$ cat src/rtl/ldk_pkg.sv
// Purpose: Constants for the segment display drive and key-scan slice controller.
// Assumes: Classic Wishbone, 32-bit data, byte addresses on a 16-bit address bus.
// Notes: Register data sits in the low byte; the bits above read as zero.
package ldk_pkg;
	localparam logic [15:0] ADDR_DRIVE_MODE = 16'hffb0;
	localparam logic [15:0] ADDR_DISP_MODE = 16'hffb4;
	localparam logic [15:0] ADDR_PIN_USE = 16'hffb8;
	localparam logic [15:0] ADDR_KEY_DATA = 16'hffbc;
	localparam logic [7:0] DRIVE_MODE_RESET = 8'h00;
	localparam logic [2:0] DISP_MODE_RESET = 3'h0;
	localparam logic [1:0] PIN_USE_RESET = 2'h0;
	localparam int BIT_KEYSCAN_EN = 0;
	localparam int BIT_SCAN_PHASE = 1;
	localparam int BIT_GEN_SEL_LO = 4;
	localparam int BIT_GEN_SEL_HI = 5;
	localparam int BIT_PIN_SEG_LOW = 0;
	localparam int BIT_PIN_COM_HIGH = 1;
	localparam logic [1:0] GEN_EXTERNAL = 2'h0;
	localparam logic [1:0] GEN_INTERNAL = 2'h1;
	localparam logic [1:0] GEN_STEP_DOWN = 2'h3;
	localparam logic [2:0] MODE_SLICE8 = 3'h7;
	localparam logic [2:0] MODE_SLICE4 = 3'h0;
	localparam logic [2:0] MODE_SLICE3_THIRD = 3'h1;
	localparam logic [2:0] MODE_SLICE2 = 3'h2;
	localparam logic [2:0] MODE_SLICE3_HALF = 3'h3;
	localparam logic [2:0] MODE_STATIC = 3'h4;
	localparam int SEG_COUNT = 32;
	localparam int SCAN_SEG_FIRST = 24;
	localparam int SCAN_LINES = 8;
	localparam int SLICE_CYCLES_DEFAULT = 16;
endpackage : ldk_pkg

$ cat src/rtl/ldk_ctrl.sv
// Purpose: Slice sequencer, pin mapping and registers of the segment display driver.
// Assumes: Slice timing comes from a divider on clk_i; display data is muxed elsewhere.
// Notes: Configuration changes reach the generator, commons and segment outputs a clock after the write; slicing follows at the next boundary.
//
// Added by the designer: register access over Wishbone.
`timescale 1ns/10ps
module ldk_ctrl #(
	parameter int SLICE_CYCLES = ldk_pkg::SLICE_CYCLES_DEFAULT
) (
	input wire logic clk_i,
	input wire logic rst_i,
	input wire logic wb_cyc_i,
	input wire logic wb_stb_i,
	input wire logic wb_we_i,
	input wire logic [15:0] wb_adr_i,
	input wire logic [3:0] wb_sel_i,
	input wire logic [31:0] wb_dat_i,
	output logic wb_ack_o,
	output logic [31:0] wb_dat_o,
	input wire logic [ldk_pkg::SCAN_LINES-1:0] key_return_inputs_i,
	output logic [7:0] backplane_active_o,
	output logic [7:0] backplane_display_o,
	output logic [ldk_pkg::SEG_COUNT-1:0] segment_display_o,
	output logic [ldk_pkg::SCAN_LINES-1:0] scan_source_lines_o,
	output logic scan_phase_flag_o,
	output logic [3:0] slice_o,
	output logic internal_divider_o,
	output logic step_down_o
);
	import ldk_pkg::*;

	typedef struct packed {
		logic ack;
		logic [31:0] dat;
		logic [1:0] gen_sel;
		logic keyscan_enable;
		logic scan_phase;
		logic [2:0] disp_mode;
		logic [1:0] pin_use;
		logic [15:0] div_cnt;
		logic [3:0] slice;
		logic [7:0] com_active;
		logic [7:0] com_display;
		logic [SEG_COUNT-1:0] seg_display;
		logic [SCAN_LINES-1:0] scan_src;
		logic [SCAN_LINES-1:0] kr_meta;
		logic [SCAN_LINES-1:0] kr_sync;
		logic [SCAN_LINES-1:0] key_data;
		logic int_div;
		logic step_down;
	} ldk_state_s;

	ldk_state_s r;
	ldk_state_s next_r;

	localparam logic [15:0] SLICE_LAST = 16'(SLICE_CYCLES - 1);

	// Number of display slices for a mode code; prohibited codes fall back to static.
	// mode code decode
	function automatic logic [3:0] slice_count(input logic [2:0] mode);
		logic [3:0] n;
		n = 4'h1;
		case (mode)
			MODE_SLICE8: begin
				n = 4'h8;
			end
			MODE_SLICE4: begin
				n = 4'h4;
			end
			MODE_SLICE3_THIRD: begin
				n = 4'h3;
			end
			MODE_SLICE2: begin
				n = 4'h2;
			end
			MODE_SLICE3_HALF: begin
				n = 4'h3;
			end
			MODE_STATIC: begin
				n = 4'h1;
			end
			default: begin
				n = 4'h1;
			end
		endcase
		return n;
	endfunction : slice_count

	// Mask of backplane lines used by a mode.
	// commons per mode
	function automatic logic [7:0] com_mask(input logic [2:0] mode);
		logic [8:0] m;
		m = (9'h001 << slice_count(mode)) - 9'h001;
		return m[7:0];
	endfunction : com_mask

	function automatic logic addr_hit(input logic [15:0] a, input logic [15:0] reg_addr);
		return a[15:2] == reg_addr[15:2];
	endfunction : addr_hit

	logic bus_req;
	logic tick;
	logic [3:0] n_disp;
	logic scan_on;
	logic [3:0] total;
	logic [3:0] slice_nx;

	assign bus_req = wb_cyc_i && wb_stb_i && !r.ack;
	assign tick = (r.div_cnt == SLICE_LAST);
	assign n_disp = slice_count(r.disp_mode);
	// Static mode has no spare slice for key sources, so scan runs in every mode code except static, prohibited codes included.
	// enable gates scan
	assign scan_on = r.keyscan_enable && (r.disp_mode != MODE_STATIC);
	assign total = scan_on ? (n_disp + 4'h1) : n_disp;
	assign slice_nx = (r.slice + 4'h1 >= total) ? 4'h0 : (r.slice + 4'h1);

	always_comb begin
		next_r = r;
		next_r.ack = bus_req;
		// Key return pins cross into this clock domain through two stages.
		// only return pins sampled
		next_r.kr_meta = key_return_inputs_i;
		next_r.kr_sync = r.kr_meta;
		next_r.div_cnt = tick ? 16'h0000 : (r.div_cnt + 16'h0001);

		if (bus_req && wb_we_i && wb_sel_i[0]) begin
			if (addr_hit(wb_adr_i, ADDR_DRIVE_MODE)) begin
				// Bit one is never taken from the bus; unused bits are simply not stored.
				// flag not writable
				next_r.gen_sel = wb_dat_i[BIT_GEN_SEL_HI:BIT_GEN_SEL_LO];
				next_r.keyscan_enable = wb_dat_i[BIT_KEYSCAN_EN];
			end
			if (addr_hit(wb_adr_i, ADDR_DISP_MODE)) begin
				next_r.disp_mode = wb_dat_i[2:0];
			end
			if (addr_hit(wb_adr_i, ADDR_PIN_USE)) begin
				next_r.pin_use = wb_dat_i[1:0];
			end
		end

		next_r.dat = 32'h0000_0000;
		if (bus_req && !wb_we_i) begin
			if (addr_hit(wb_adr_i, ADDR_DRIVE_MODE)) begin
				next_r.dat[BIT_GEN_SEL_HI:BIT_GEN_SEL_LO] = r.gen_sel;
				next_r.dat[BIT_SCAN_PHASE] = r.scan_phase;
				next_r.dat[BIT_KEYSCAN_EN] = r.keyscan_enable;
			end
			if (addr_hit(wb_adr_i, ADDR_DISP_MODE)) begin
				next_r.dat[2:0] = r.disp_mode;
			end
			if (addr_hit(wb_adr_i, ADDR_PIN_USE)) begin
				next_r.dat[1:0] = r.pin_use;
			end
			if (addr_hit(wb_adr_i, ADDR_KEY_DATA)) begin
				next_r.dat[SCAN_LINES-1:0] = r.key_data;
			end
		end

		// The prohibited code 10 is treated like 00 so the resistors stay off.
		// generator decode
		next_r.int_div = (r.gen_sel == GEN_INTERNAL) || (r.gen_sel == GEN_STEP_DOWN);
		next_r.step_down = (r.gen_sel == GEN_STEP_DOWN);

		next_r.com_display = com_mask(r.disp_mode);
		if (!r.pin_use[BIT_PIN_COM_HIGH] || r.disp_mode != MODE_SLICE8) begin
			next_r.com_display[7:4] = 4'h0;
		end
		next_r.seg_display = {SEG_COUNT{1'b1}};
		if (!r.pin_use[BIT_PIN_SEG_LOW]) begin
			next_r.seg_display[3:0] = 4'h0;
		end
		if (r.disp_mode == MODE_SLICE8) begin
			next_r.seg_display[SEG_COUNT-1:SEG_COUNT-4] = 4'h0;
		end

		if (tick) begin
			next_r.slice = slice_nx;
			next_r.scan_phase = scan_on && (slice_nx == n_disp);
			next_r.com_active = 8'h00;
			if (!(scan_on && slice_nx == n_disp)) begin
				next_r.com_active = 8'h01 << slice_nx[2:0];
			end
			// sources on segments 24 to 31
			next_r.scan_src = (scan_on && slice_nx == n_disp) ? {SCAN_LINES{1'b1}} : '0;
			// Returns are captured at the end of the key slice, once lines have settled.
			if (r.scan_phase) begin
				next_r.key_data = r.kr_sync;
			end
		end
	end

	always_ff @(posedge clk_i) begin
		if (rst_i) begin
			r <= '0;
			r.gen_sel <= DRIVE_MODE_RESET[BIT_GEN_SEL_HI:BIT_GEN_SEL_LO];
			r.keyscan_enable <= DRIVE_MODE_RESET[BIT_KEYSCAN_EN];
			r.disp_mode <= DISP_MODE_RESET;
			r.pin_use <= PIN_USE_RESET;
			r.com_active <= 8'h01;
		end else begin
			r <= next_r;
		end
	end

	assign wb_ack_o = r.ack;
	assign wb_dat_o = r.dat;
	assign backplane_active_o = r.com_active;
	assign backplane_display_o = r.com_display;
	assign segment_display_o = r.seg_display;
	assign scan_source_lines_o = r.scan_src;
	assign scan_phase_flag_o = r.scan_phase;
	assign slice_o = r.slice;
	assign internal_divider_o = r.int_div;
	assign step_down_o = r.step_down;

	property p_scan_src;
		@(posedge clk_i) disable iff (rst_i)
		scan_phase_flag_o |-> (scan_source_lines_o == 8'hff) && (backplane_active_o == 8'h00);
	endproperty
	a_scan_src: assert property (p_scan_src) else $error("key slice without sources");

	property p_disp_src;
		@(posedge clk_i) disable iff (rst_i)
		!scan_phase_flag_o |-> (scan_source_lines_o == 8'h00);
	endproperty
	a_disp_src: assert property (p_disp_src) else $error("sources during display");

	property p_scan_off;
		@(posedge clk_i) disable iff (rst_i)
		tick && !r.keyscan_enable |=> !scan_phase_flag_o;
	endproperty
	a_scan_off: assert property (p_scan_off) else $error("scan while disabled");

	property p_high_com;
		@(posedge clk_i) disable iff (rst_i)
		(backplane_display_o[7:4] != 4'h0) |-> $past(r.disp_mode) == MODE_SLICE8;
	endproperty
	a_high_com: assert property (p_high_com) else $error("high commons outside 8 slices");

	property p_seg28;
		@(posedge clk_i) disable iff (rst_i)
		$past(r.disp_mode) == MODE_SLICE8 |-> segment_display_o[31:28] == 4'h0;
	endproperty
	a_seg28: assert property (p_seg28) else $error("too many segments");

	property p_flag_tick;
		@(posedge clk_i) disable iff (rst_i)
		$changed(scan_phase_flag_o) |-> $past(tick);
	endproperty
	a_flag_tick: assert property (p_flag_tick) else $error("flag moved off boundary");

	property p_reset_clear;
		@(posedge clk_i)
		rst_i |=> (r.gen_sel == 2'h0) && !r.keyscan_enable && !r.scan_phase;
	endproperty
	a_reset_clear: assert property (p_reset_clear) else $error("mode not cleared");

	property p_step_down;
		@(posedge clk_i) disable iff (rst_i)
		step_down_o |-> internal_divider_o && $past(r.gen_sel) == GEN_STEP_DOWN;
	endproperty
	a_step_down: assert property (p_step_down) else $error("bad generator decode");

	property p_com_used;
		@(posedge clk_i) disable iff (rst_i)
		$rose(tick) ##1 !scan_phase_flag_o |-> backplane_active_o[slice_o[2:0]];
	endproperty
	a_com_used: assert property (p_com_used) else $error("wrong common active");

	property p_scan_last;
		@(posedge clk_i) disable iff (rst_i)
		$fell(scan_phase_flag_o) |-> slice_o == 4'h0;
	endproperty
	a_scan_last: assert property (p_scan_last) else $error("key slice not last");

	property p_key_capture;
		@(posedge clk_i) disable iff (rst_i)
		$changed(r.key_data) |-> $past(r.scan_phase) && $past(tick);
	endproperty
	a_key_capture: assert property (p_key_capture) else $error("returns taken off slice");

	property p_extra_slice;
		@(posedge clk_i) disable iff (rst_i)
		$rose(scan_phase_flag_o) |-> slice_o == slice_count($past(r.disp_mode));
	endproperty
	a_extra_slice: assert property (p_extra_slice) else $error("key slice misplaced");

	property p_seg_low;
		@(posedge clk_i) disable iff (rst_i)
		!$past(r.pin_use[0]) |-> segment_display_o[3:0] == 4'h0;
	endproperty
	a_seg_low: assert property (p_seg_low) else $error("shared segments driven");

	property p_ack_pulse;
		@(posedge clk_i) disable iff (rst_i)
		wb_ack_o |=> !wb_ack_o;
	endproperty
	a_ack_pulse: assert property (p_ack_pulse) else $error("ack held two cycles");

	property p_reset_out;
		@(posedge clk_i)
		rst_i |=> !wb_ack_o && (wb_dat_o == 32'h0000_0000) && (slice_o == 4'h0)
			&& (backplane_active_o == 8'h01) && !scan_phase_flag_o;
	endproperty
	a_reset_out: assert property (p_reset_out) else $error("outputs not cleared by reset");

	property p_gen_apply;
		@(posedge clk_i) disable iff (rst_i)
		bus_req && wb_we_i && wb_sel_i[0] && addr_hit(wb_adr_i, ADDR_DRIVE_MODE) |=> ##1
			(internal_divider_o == $past(wb_dat_i[BIT_GEN_SEL_LO], 2))
			&& (step_down_o == ($past(wb_dat_i[BIT_GEN_SEL_HI:BIT_GEN_SEL_LO], 2) == GEN_STEP_DOWN));
	endproperty
	a_gen_apply: assert property (p_gen_apply) else $error("generator select not applied");

	property p_flag_read;
		@(posedge clk_i) disable iff (rst_i)
		wb_ack_o && !$past(wb_we_i) && ($past(wb_adr_i[15:2]) == ADDR_DRIVE_MODE[15:2])
			|-> wb_dat_o[BIT_SCAN_PHASE] == $past(scan_phase_flag_o);
	endproperty
	a_flag_read: assert property (p_flag_read) else $error("flag bit reads wrong");

	property p_unused_zero;
		@(posedge clk_i) disable iff (rst_i)
		wb_ack_o && !$past(wb_we_i) && ($past(wb_adr_i[15:2]) == ADDR_DRIVE_MODE[15:2])
			|-> (wb_dat_o[31:6] == 26'h0) && (wb_dat_o[3:2] == 2'h0);
	endproperty
	a_unused_zero: assert property (p_unused_zero) else $error("unused mode bits set");

	property p_static_noscan;
		@(posedge clk_i) disable iff (rst_i)
		tick && (r.disp_mode == MODE_STATIC) |=> !scan_phase_flag_o;
	endproperty
	a_static_noscan: assert property (p_static_noscan) else $error("key slice in static");

	property p_slice_hold;
		@(posedge clk_i) disable iff (rst_i)
		!tick |=> $stable(slice_o);
	endproperty
	a_slice_hold: assert property (p_slice_hold) else $error("slice moved off boundary");

	property p_seg_upper;
		@(posedge clk_i) disable iff (rst_i)
		!rst_i && (r.disp_mode != MODE_SLICE8) |=> segment_display_o[SEG_COUNT-1:SEG_COUNT-4] == 4'hf;
	endproperty
	a_seg_upper: assert property (p_seg_upper) else $error("upper segments off");

	property p_com_high_on;
		@(posedge clk_i) disable iff (rst_i)
		!rst_i && (r.disp_mode == MODE_SLICE8) && r.pin_use[BIT_PIN_COM_HIGH]
			|=> backplane_display_o[7:4] == 4'hf;
	endproperty
	a_com_high_on: assert property (p_com_high_on) else $error("high commons missing");
endmodule : ldk_ctrl

$ cat config.mk
export PLATFORM = sky130hd
export DESIGN_NAME = ldk_ctrl
export DESIGN_NICKNAME = d
export VERILOG_FILES = /design/src/rtl/ldk_pkg.sv /design/src/rtl/ldk_ctrl.sv
export SDC_FILE = /design/constraint.sdc
export NUM_CORES = 1
export LEC_CHECK = 0
export BUFFER_PORTS_ARGS = -buffer_cell sky130_fd_sc_hd__buf_4
export CAP_MARGIN = 20
export CELL_PAD_IN_SITES_DETAIL_PLACEMENT = 1
export CELL_PAD_IN_SITES_GLOBAL_PLACEMENT = 1
export CORE_MARGIN = 4
export CORE_UTILIZATION = 32
export CTS_BUF_LIST = sky130_fd_sc_hd__clkbuf_8 sky130_fd_sc_hd__clkbuf_16
export CTS_CLUSTER_SIZE = 28
export DETAILED_ROUTE_END_ITERATION = 7
export MAX_ROUTING_LAYER = met4
export PLACE_DENSITY_LB_ADDON = 0.1
export SYNTH_ARGS = -nofsm -noshare
export SYNTH_HDL_FRONTEND = slang
export SYNTH_SLANG_ARGS = --single-unit
$ cat constraint.sdc
create_clock -name clk_i -period 2.51 [get_ports clk_i]
set_input_delay 0.753 -clock clk_i [delete_from_list [all_inputs] [get_ports clk_i]]
set_output_delay 0.753 -clock clk_i [all_outputs]
set_load 0.005 [all_outputs]
---- Word level (Yosys, flattened, before mapping) ----
Cells that the tools add are included.
Widths: inputs -> output; s select.
storage, ports and cells
  input bits .............................. 65
  output and inout port bits .............. 96
  word-level logic and storage cells ...... 83
  register bits ........................... 144
operators by class
  order comparisons ....................... 1
  equal/unequal tests ..................... 14
  $add $sub $neg .......................... 4
  shift operators ......................... 2
  bitwise gates (word level) .............. 2
  reduce and logical (&&, ||, !) cells .... 22
  mux-type cells .......................... 16
operators with widths
  cell                   count
  $mux 62                1
  $eq 14x14->1 const B   4
  $mux 8                 6
  $add 16x1->16 const B  1
  $eq 16x4->1 const B    1
  $mux 4                 4
  $pmux 4 s4             1
  $add 4x1->4 const B    2
  $reduce_and 2->1       4
  $reduce_or 2->1        4
  $shl 1x3->8 const A    1
  $shl 1x4->8 const A    1
  $sub 8x1->8 const B    1
  $logic_and 1x1->1      7
  $eq 3x2->1 const B     2
  $mux 2                 3
  $ne 3x3->1 const B     2
  $eq 4x4->1             1
  $ge 4x4->1             1
  $eq 3x1->1 const B     1
  $eq 3x3->1 const B     1
  $logic_not 1->1        3
  $logic_not 3->1        1
  $mux 3                 1
  5 further kinds        7

---- Logic depth before layout (Yosys ltp) ----
  depth in word-level cells ............... 12
  depth in mapped cells ................... 13
  depth with buffers taken out ............ 11

---- Worst setup path after synthesis ----
OpenSTA, ideal clock, no wires.
  path type ............................... flip-flop to flip-flop
  start point ............................. register r[104] (netlist bit)
  end point ............................... register r, in the netlist scan_source_lines_o[6]
  data required time ...................... 2.395 ns
  buffers on the path ..................... 2
  period minus slack after synthesis ...... 2.728 ns
  library setup time ...................... 0.115 ns
  arrival ................................. 2.612 ns
  cell stages (with the launch flop) ...... 13
  setup slack ............................. -0.218 ns
  cell sequence ........................... dfxtp_1 > buf_6 > or3_1 > ha_1 > o22a_1 > ha_1 > o211ai_1 > o21ai_2 > buf_6 > mux2i_1 > o211ai_1 > and4b_4 > a31o_1
on the way
  word-level cells in the longest chain between the ends .. 10
  elaborated cells on any way between the ends .. 16
  classes of those cells .................. add/sub: 1; order compare: 1; eq/ne: 6; mux: 4; reduce/logical: 4
ends and longest elaborated chain
  what                                      RTL line         source
  from (decl)                               ldk_ctrl.sv:53   ldk_state_s r;
  from (signal assigned)                    ldk_ctrl.sv:201  r <= next_r;
  $eq 3x2->1 or $eq 3x1->1 (tied branches)  ldk_ctrl.sv:63   case (mode)
  $reduce_or 2->1 (no line)                 -
  $pmux 4 s4                                ldk_ctrl.sv:63
  $add 4x1->4                               ldk_ctrl.sv:114  assign total = scan_on ? (n_disp + 4'h1) : n_disp;
  $mux 4                                    ldk_ctrl.sv:114
  $ge 4x4->1                                ldk_ctrl.sv:115  assign slice_nx = (r.slice + 4'h1 >= total) ? 4'h0 : (r.slice + 4'h1);
  $mux 4                                    ldk_ctrl.sv:115
  $eq 4x4->1                                ldk_ctrl.sv:184  next_r.scan_src = (scan_on && slice_nx == n_disp) ? {SCAN_LINES{1'b1}} : '0;
  $logic_and 1x1->1 *                       ldk_ctrl.sv:184
  $mux 8 *                                  ldk_ctrl.sv:184
Mark *: on every way between the ends. The rest lies on a longest branch, timed or not.
A chain may end at the register's enable or synchronous reset.

---- Worst setup path after layout ----
  start point ............................. register r[106] (netlist bit)
  end point ............................... register r, in the netlist scan_source_lines_o[6]
The elaborated chain is that of the path after synthesis.

==> metrics.txt <==
sequential share of the synthesized area around two fifths; actual slew at the worst max-slew pin 0.6763 ns; Tcrit/Tclk final 107.1%; Clock Skews around 0.0051 ns; Synth area leaders dfxtp_1 41%, buf_4 17%, nor2_1 4.2%; vias between 3000 and 4000; clk root buf clkbuf_16; RePlAce Congestion 0.7658; Slew Limit Fails 0; GRT Total Usage between 10 and 15%; PD cells between 500 and 600 nW/um^2; Diodes inserted 0; synthesis-to-finish area growth 24.91%; largest net degree at the start of global routing 37; RSZ-0062 raised after global routing true; CTS buffer count 9; hpwl dp 7313 um; Die Height 119.9 um; max_cap viols 0; Peak VDD IR roughly 0.26 mV; failing checks negative setup slack; Core Area around 12000 um^2; Core Rows 40; CTS tree built; die width between 100 and 150 um; Post-synth ARST share 0%; worst hold path type reg -> reg; later-pin clock latency in the skew report roughly 0.34 ns; outcome complete, but fails checks; final hold violations 0; Arr. time, crit path between 2 and 3 ns; Yosys top cell by area dfxtp_1; Fmax approximately 0.37 GHz; DRC viols 0; Final WS setup -0.1783 ns; CP Class reg -> reg; Overflow after GRT 0; vias in the first global route just over 3000; synthesized area 4009 um^2; nature of the critical path startpoint flip-flop; drt total wl ~9700 um; Die ar. 14380 um^2; main flop type after synthesis dfxtp_1; share of post-route cells with drive strength above 1 35.00%; final setup fails 6; Via density around 4.4; Final Critical Period 2.688 ns; H-tree depth 3; initial antenna violation count 0; first-pass GRT wire length 15570 um; CP max FO 7; Post-Syn Area per Cell around 9 um^2; Yosys top cell area share between 40% and 50%; DR iter-0 viols 85; Post-synth EDFFs 0; initial core utilization roughly 33%; clk slew on worst S/H paths ~0.060 ns; Clock Path Buffers 2; WP data required 2.75 ns; antenna viol nets, final 0; WL per Instance roughly 14 um; Slew headroom 54.85%; clk sink count between 80 and 90; DP Worst Slack -0.2506 ns; Leakage around 2.2 nW; Final nets 588; DRT Pass-1 Iters 4; Distinct cells, synth 49; flops & latches, synth 83; Yosys warnings 0; Crit. End Element flip-flop; Port Buffers between 100 and 150; Syn Inst Count 451; setup TNS -0.7821 ns; I/O Pins 161
## what timing repair did
item,4_1_cts,5_1_grt
hold buffers,0,0
pin swaps,4,10
setup buffers,1,8
resized for setup,4,21
endpoints found under the setup margin,6,12
## logic make-up (layout without fill, tap and decap cells)
family	after synthesis	after routing	share of synthesized area, %
compound gates	45	45	7.210
xor+xnor	17	17	4.088
fa+ha+maj	8	8	2.497
buf+inv	117	163	20.19
flops	83	83	41.45
mux	12	12	2.996
other cells	2	25	0.1873
simple gates	167	167	21.38
## cells in the mapped netlist, types with 2 or more instances
master    number
buf_6          2
dfxtp_1       83
a311oi_1       2
nand2_1       33
buf_2          5
nor2_1        45
and3_1        11
clkbuf_1      10
o21ai_1        2
xnor2_2        2
nand3b_1       4
nand4b_1       3
nor2b_1       21
o211ai_1       3
inv_1          5
xor2_1        10
nor3b_1        2
a21oi_1       21
conb_1         2
and4_1         2
nand3_1       20
a211oi_1       2
nand4_1        5
nor4_1         4
buf_4         93
o21ai_0        4
xnor2_1        5
mux2i_1       12
o22a_1         2
and2_1         5
ha_1           8
nor3_1         6
## worst paths after layout
path	start	to	slack, ns	cells after the start
worst max-delay path	r[106]	scan_source_lines_o[6]	-0.18	10
worst min-delay path	next_r[10]	r[10]	0.44	1
worst max register to register	r[106]	scan_source_lines_o[6]	-0.18	10
worst min register to register	next_r[10]	r[10]	0.44	1
## cell type report
class | count | area [um^2]
Fill cell | 1459 | 7154
Clock inverter | 6 | 48.80
Sequential cell | 83 | 1667
Tap cell | 168 | 210.2
Inverter | 6 | 22.52
Clock buffer | 10 | 239.0
Multi-Input combinational cell | 274 | 1743
Timing Repair Buffer | 141 | 1077
## worst max-delay path, stage by stage (launching register included)
cell and delay, ns:
dfxtp_2 0.32, or3_4 0.40, ha_4 0.21, o22a_1 0.17
ha_1 0.28, o211ai_1 0.14, o21ai_4 0.26, mux2i_1 0.22
o211ai_1 0.12, and4b_4 0.24, a31o_1 0.22
## registers in the layout (all words and copies together), names as in the netlist
register             cells
backplane_active_o       8
backplane_display_o      8
internal_divider_o       1
next_r                   8
r                       40
scan_source_lines_o      1
segment_display_o        3
slice_o                  4
step_down_o              1
wb_ack_o                 1
wb_dat_o                 8
## cells in the final DEF, fill, tap and decap left out, types with 6 or more instances in the layout
cell,instances
a21oi_1,20
and3_1,11
buf_4,136
clkbuf_16,9
conb_1,25
dfxtp_1,81
ha_1,6
mux2i_1,12
nand2_1,31
nand3_1,20
nor2_1,45
nor2b_1,21
nor3_1,6
xor2_1,9
## metrics by stage
stage               utilization, %  area (um^2)  hold WS (ns)  std cells  power (W)
floorplan                        -         4119        0.4138        474   0.001496
global placement             37.41         4549        0.4213        666   0.001529
detailed placement           37.41         4549        0.4299        666   0.001533
CTS                          39.99         4863        0.4425        683   0.002814
global route                 41.17         5007        0.4571        688   0.002883
finish                       41.17         5007        0.4369        688   0.002766
## routing by layer
metal / vias up / track usage [%] / share of wire [%]
met5: - / - / 0
met1: 1407 / 16.69 / 45
met3: 10 / 4.713 / 6.6
met4: 0 / 4.724 / 1.4
met2: 99 / 21.95 / 47
li1: 1519 / - / -
## where the power goes
part	internal, W	leakage, nW	switching [W]
clock	0.000707	0.137	0.000558
sequential	0.00134	0.676	0.0000133
combinational	0.0000822	1.40	0.0000676
Note: power is estimated with default switching activity, not from simulation.
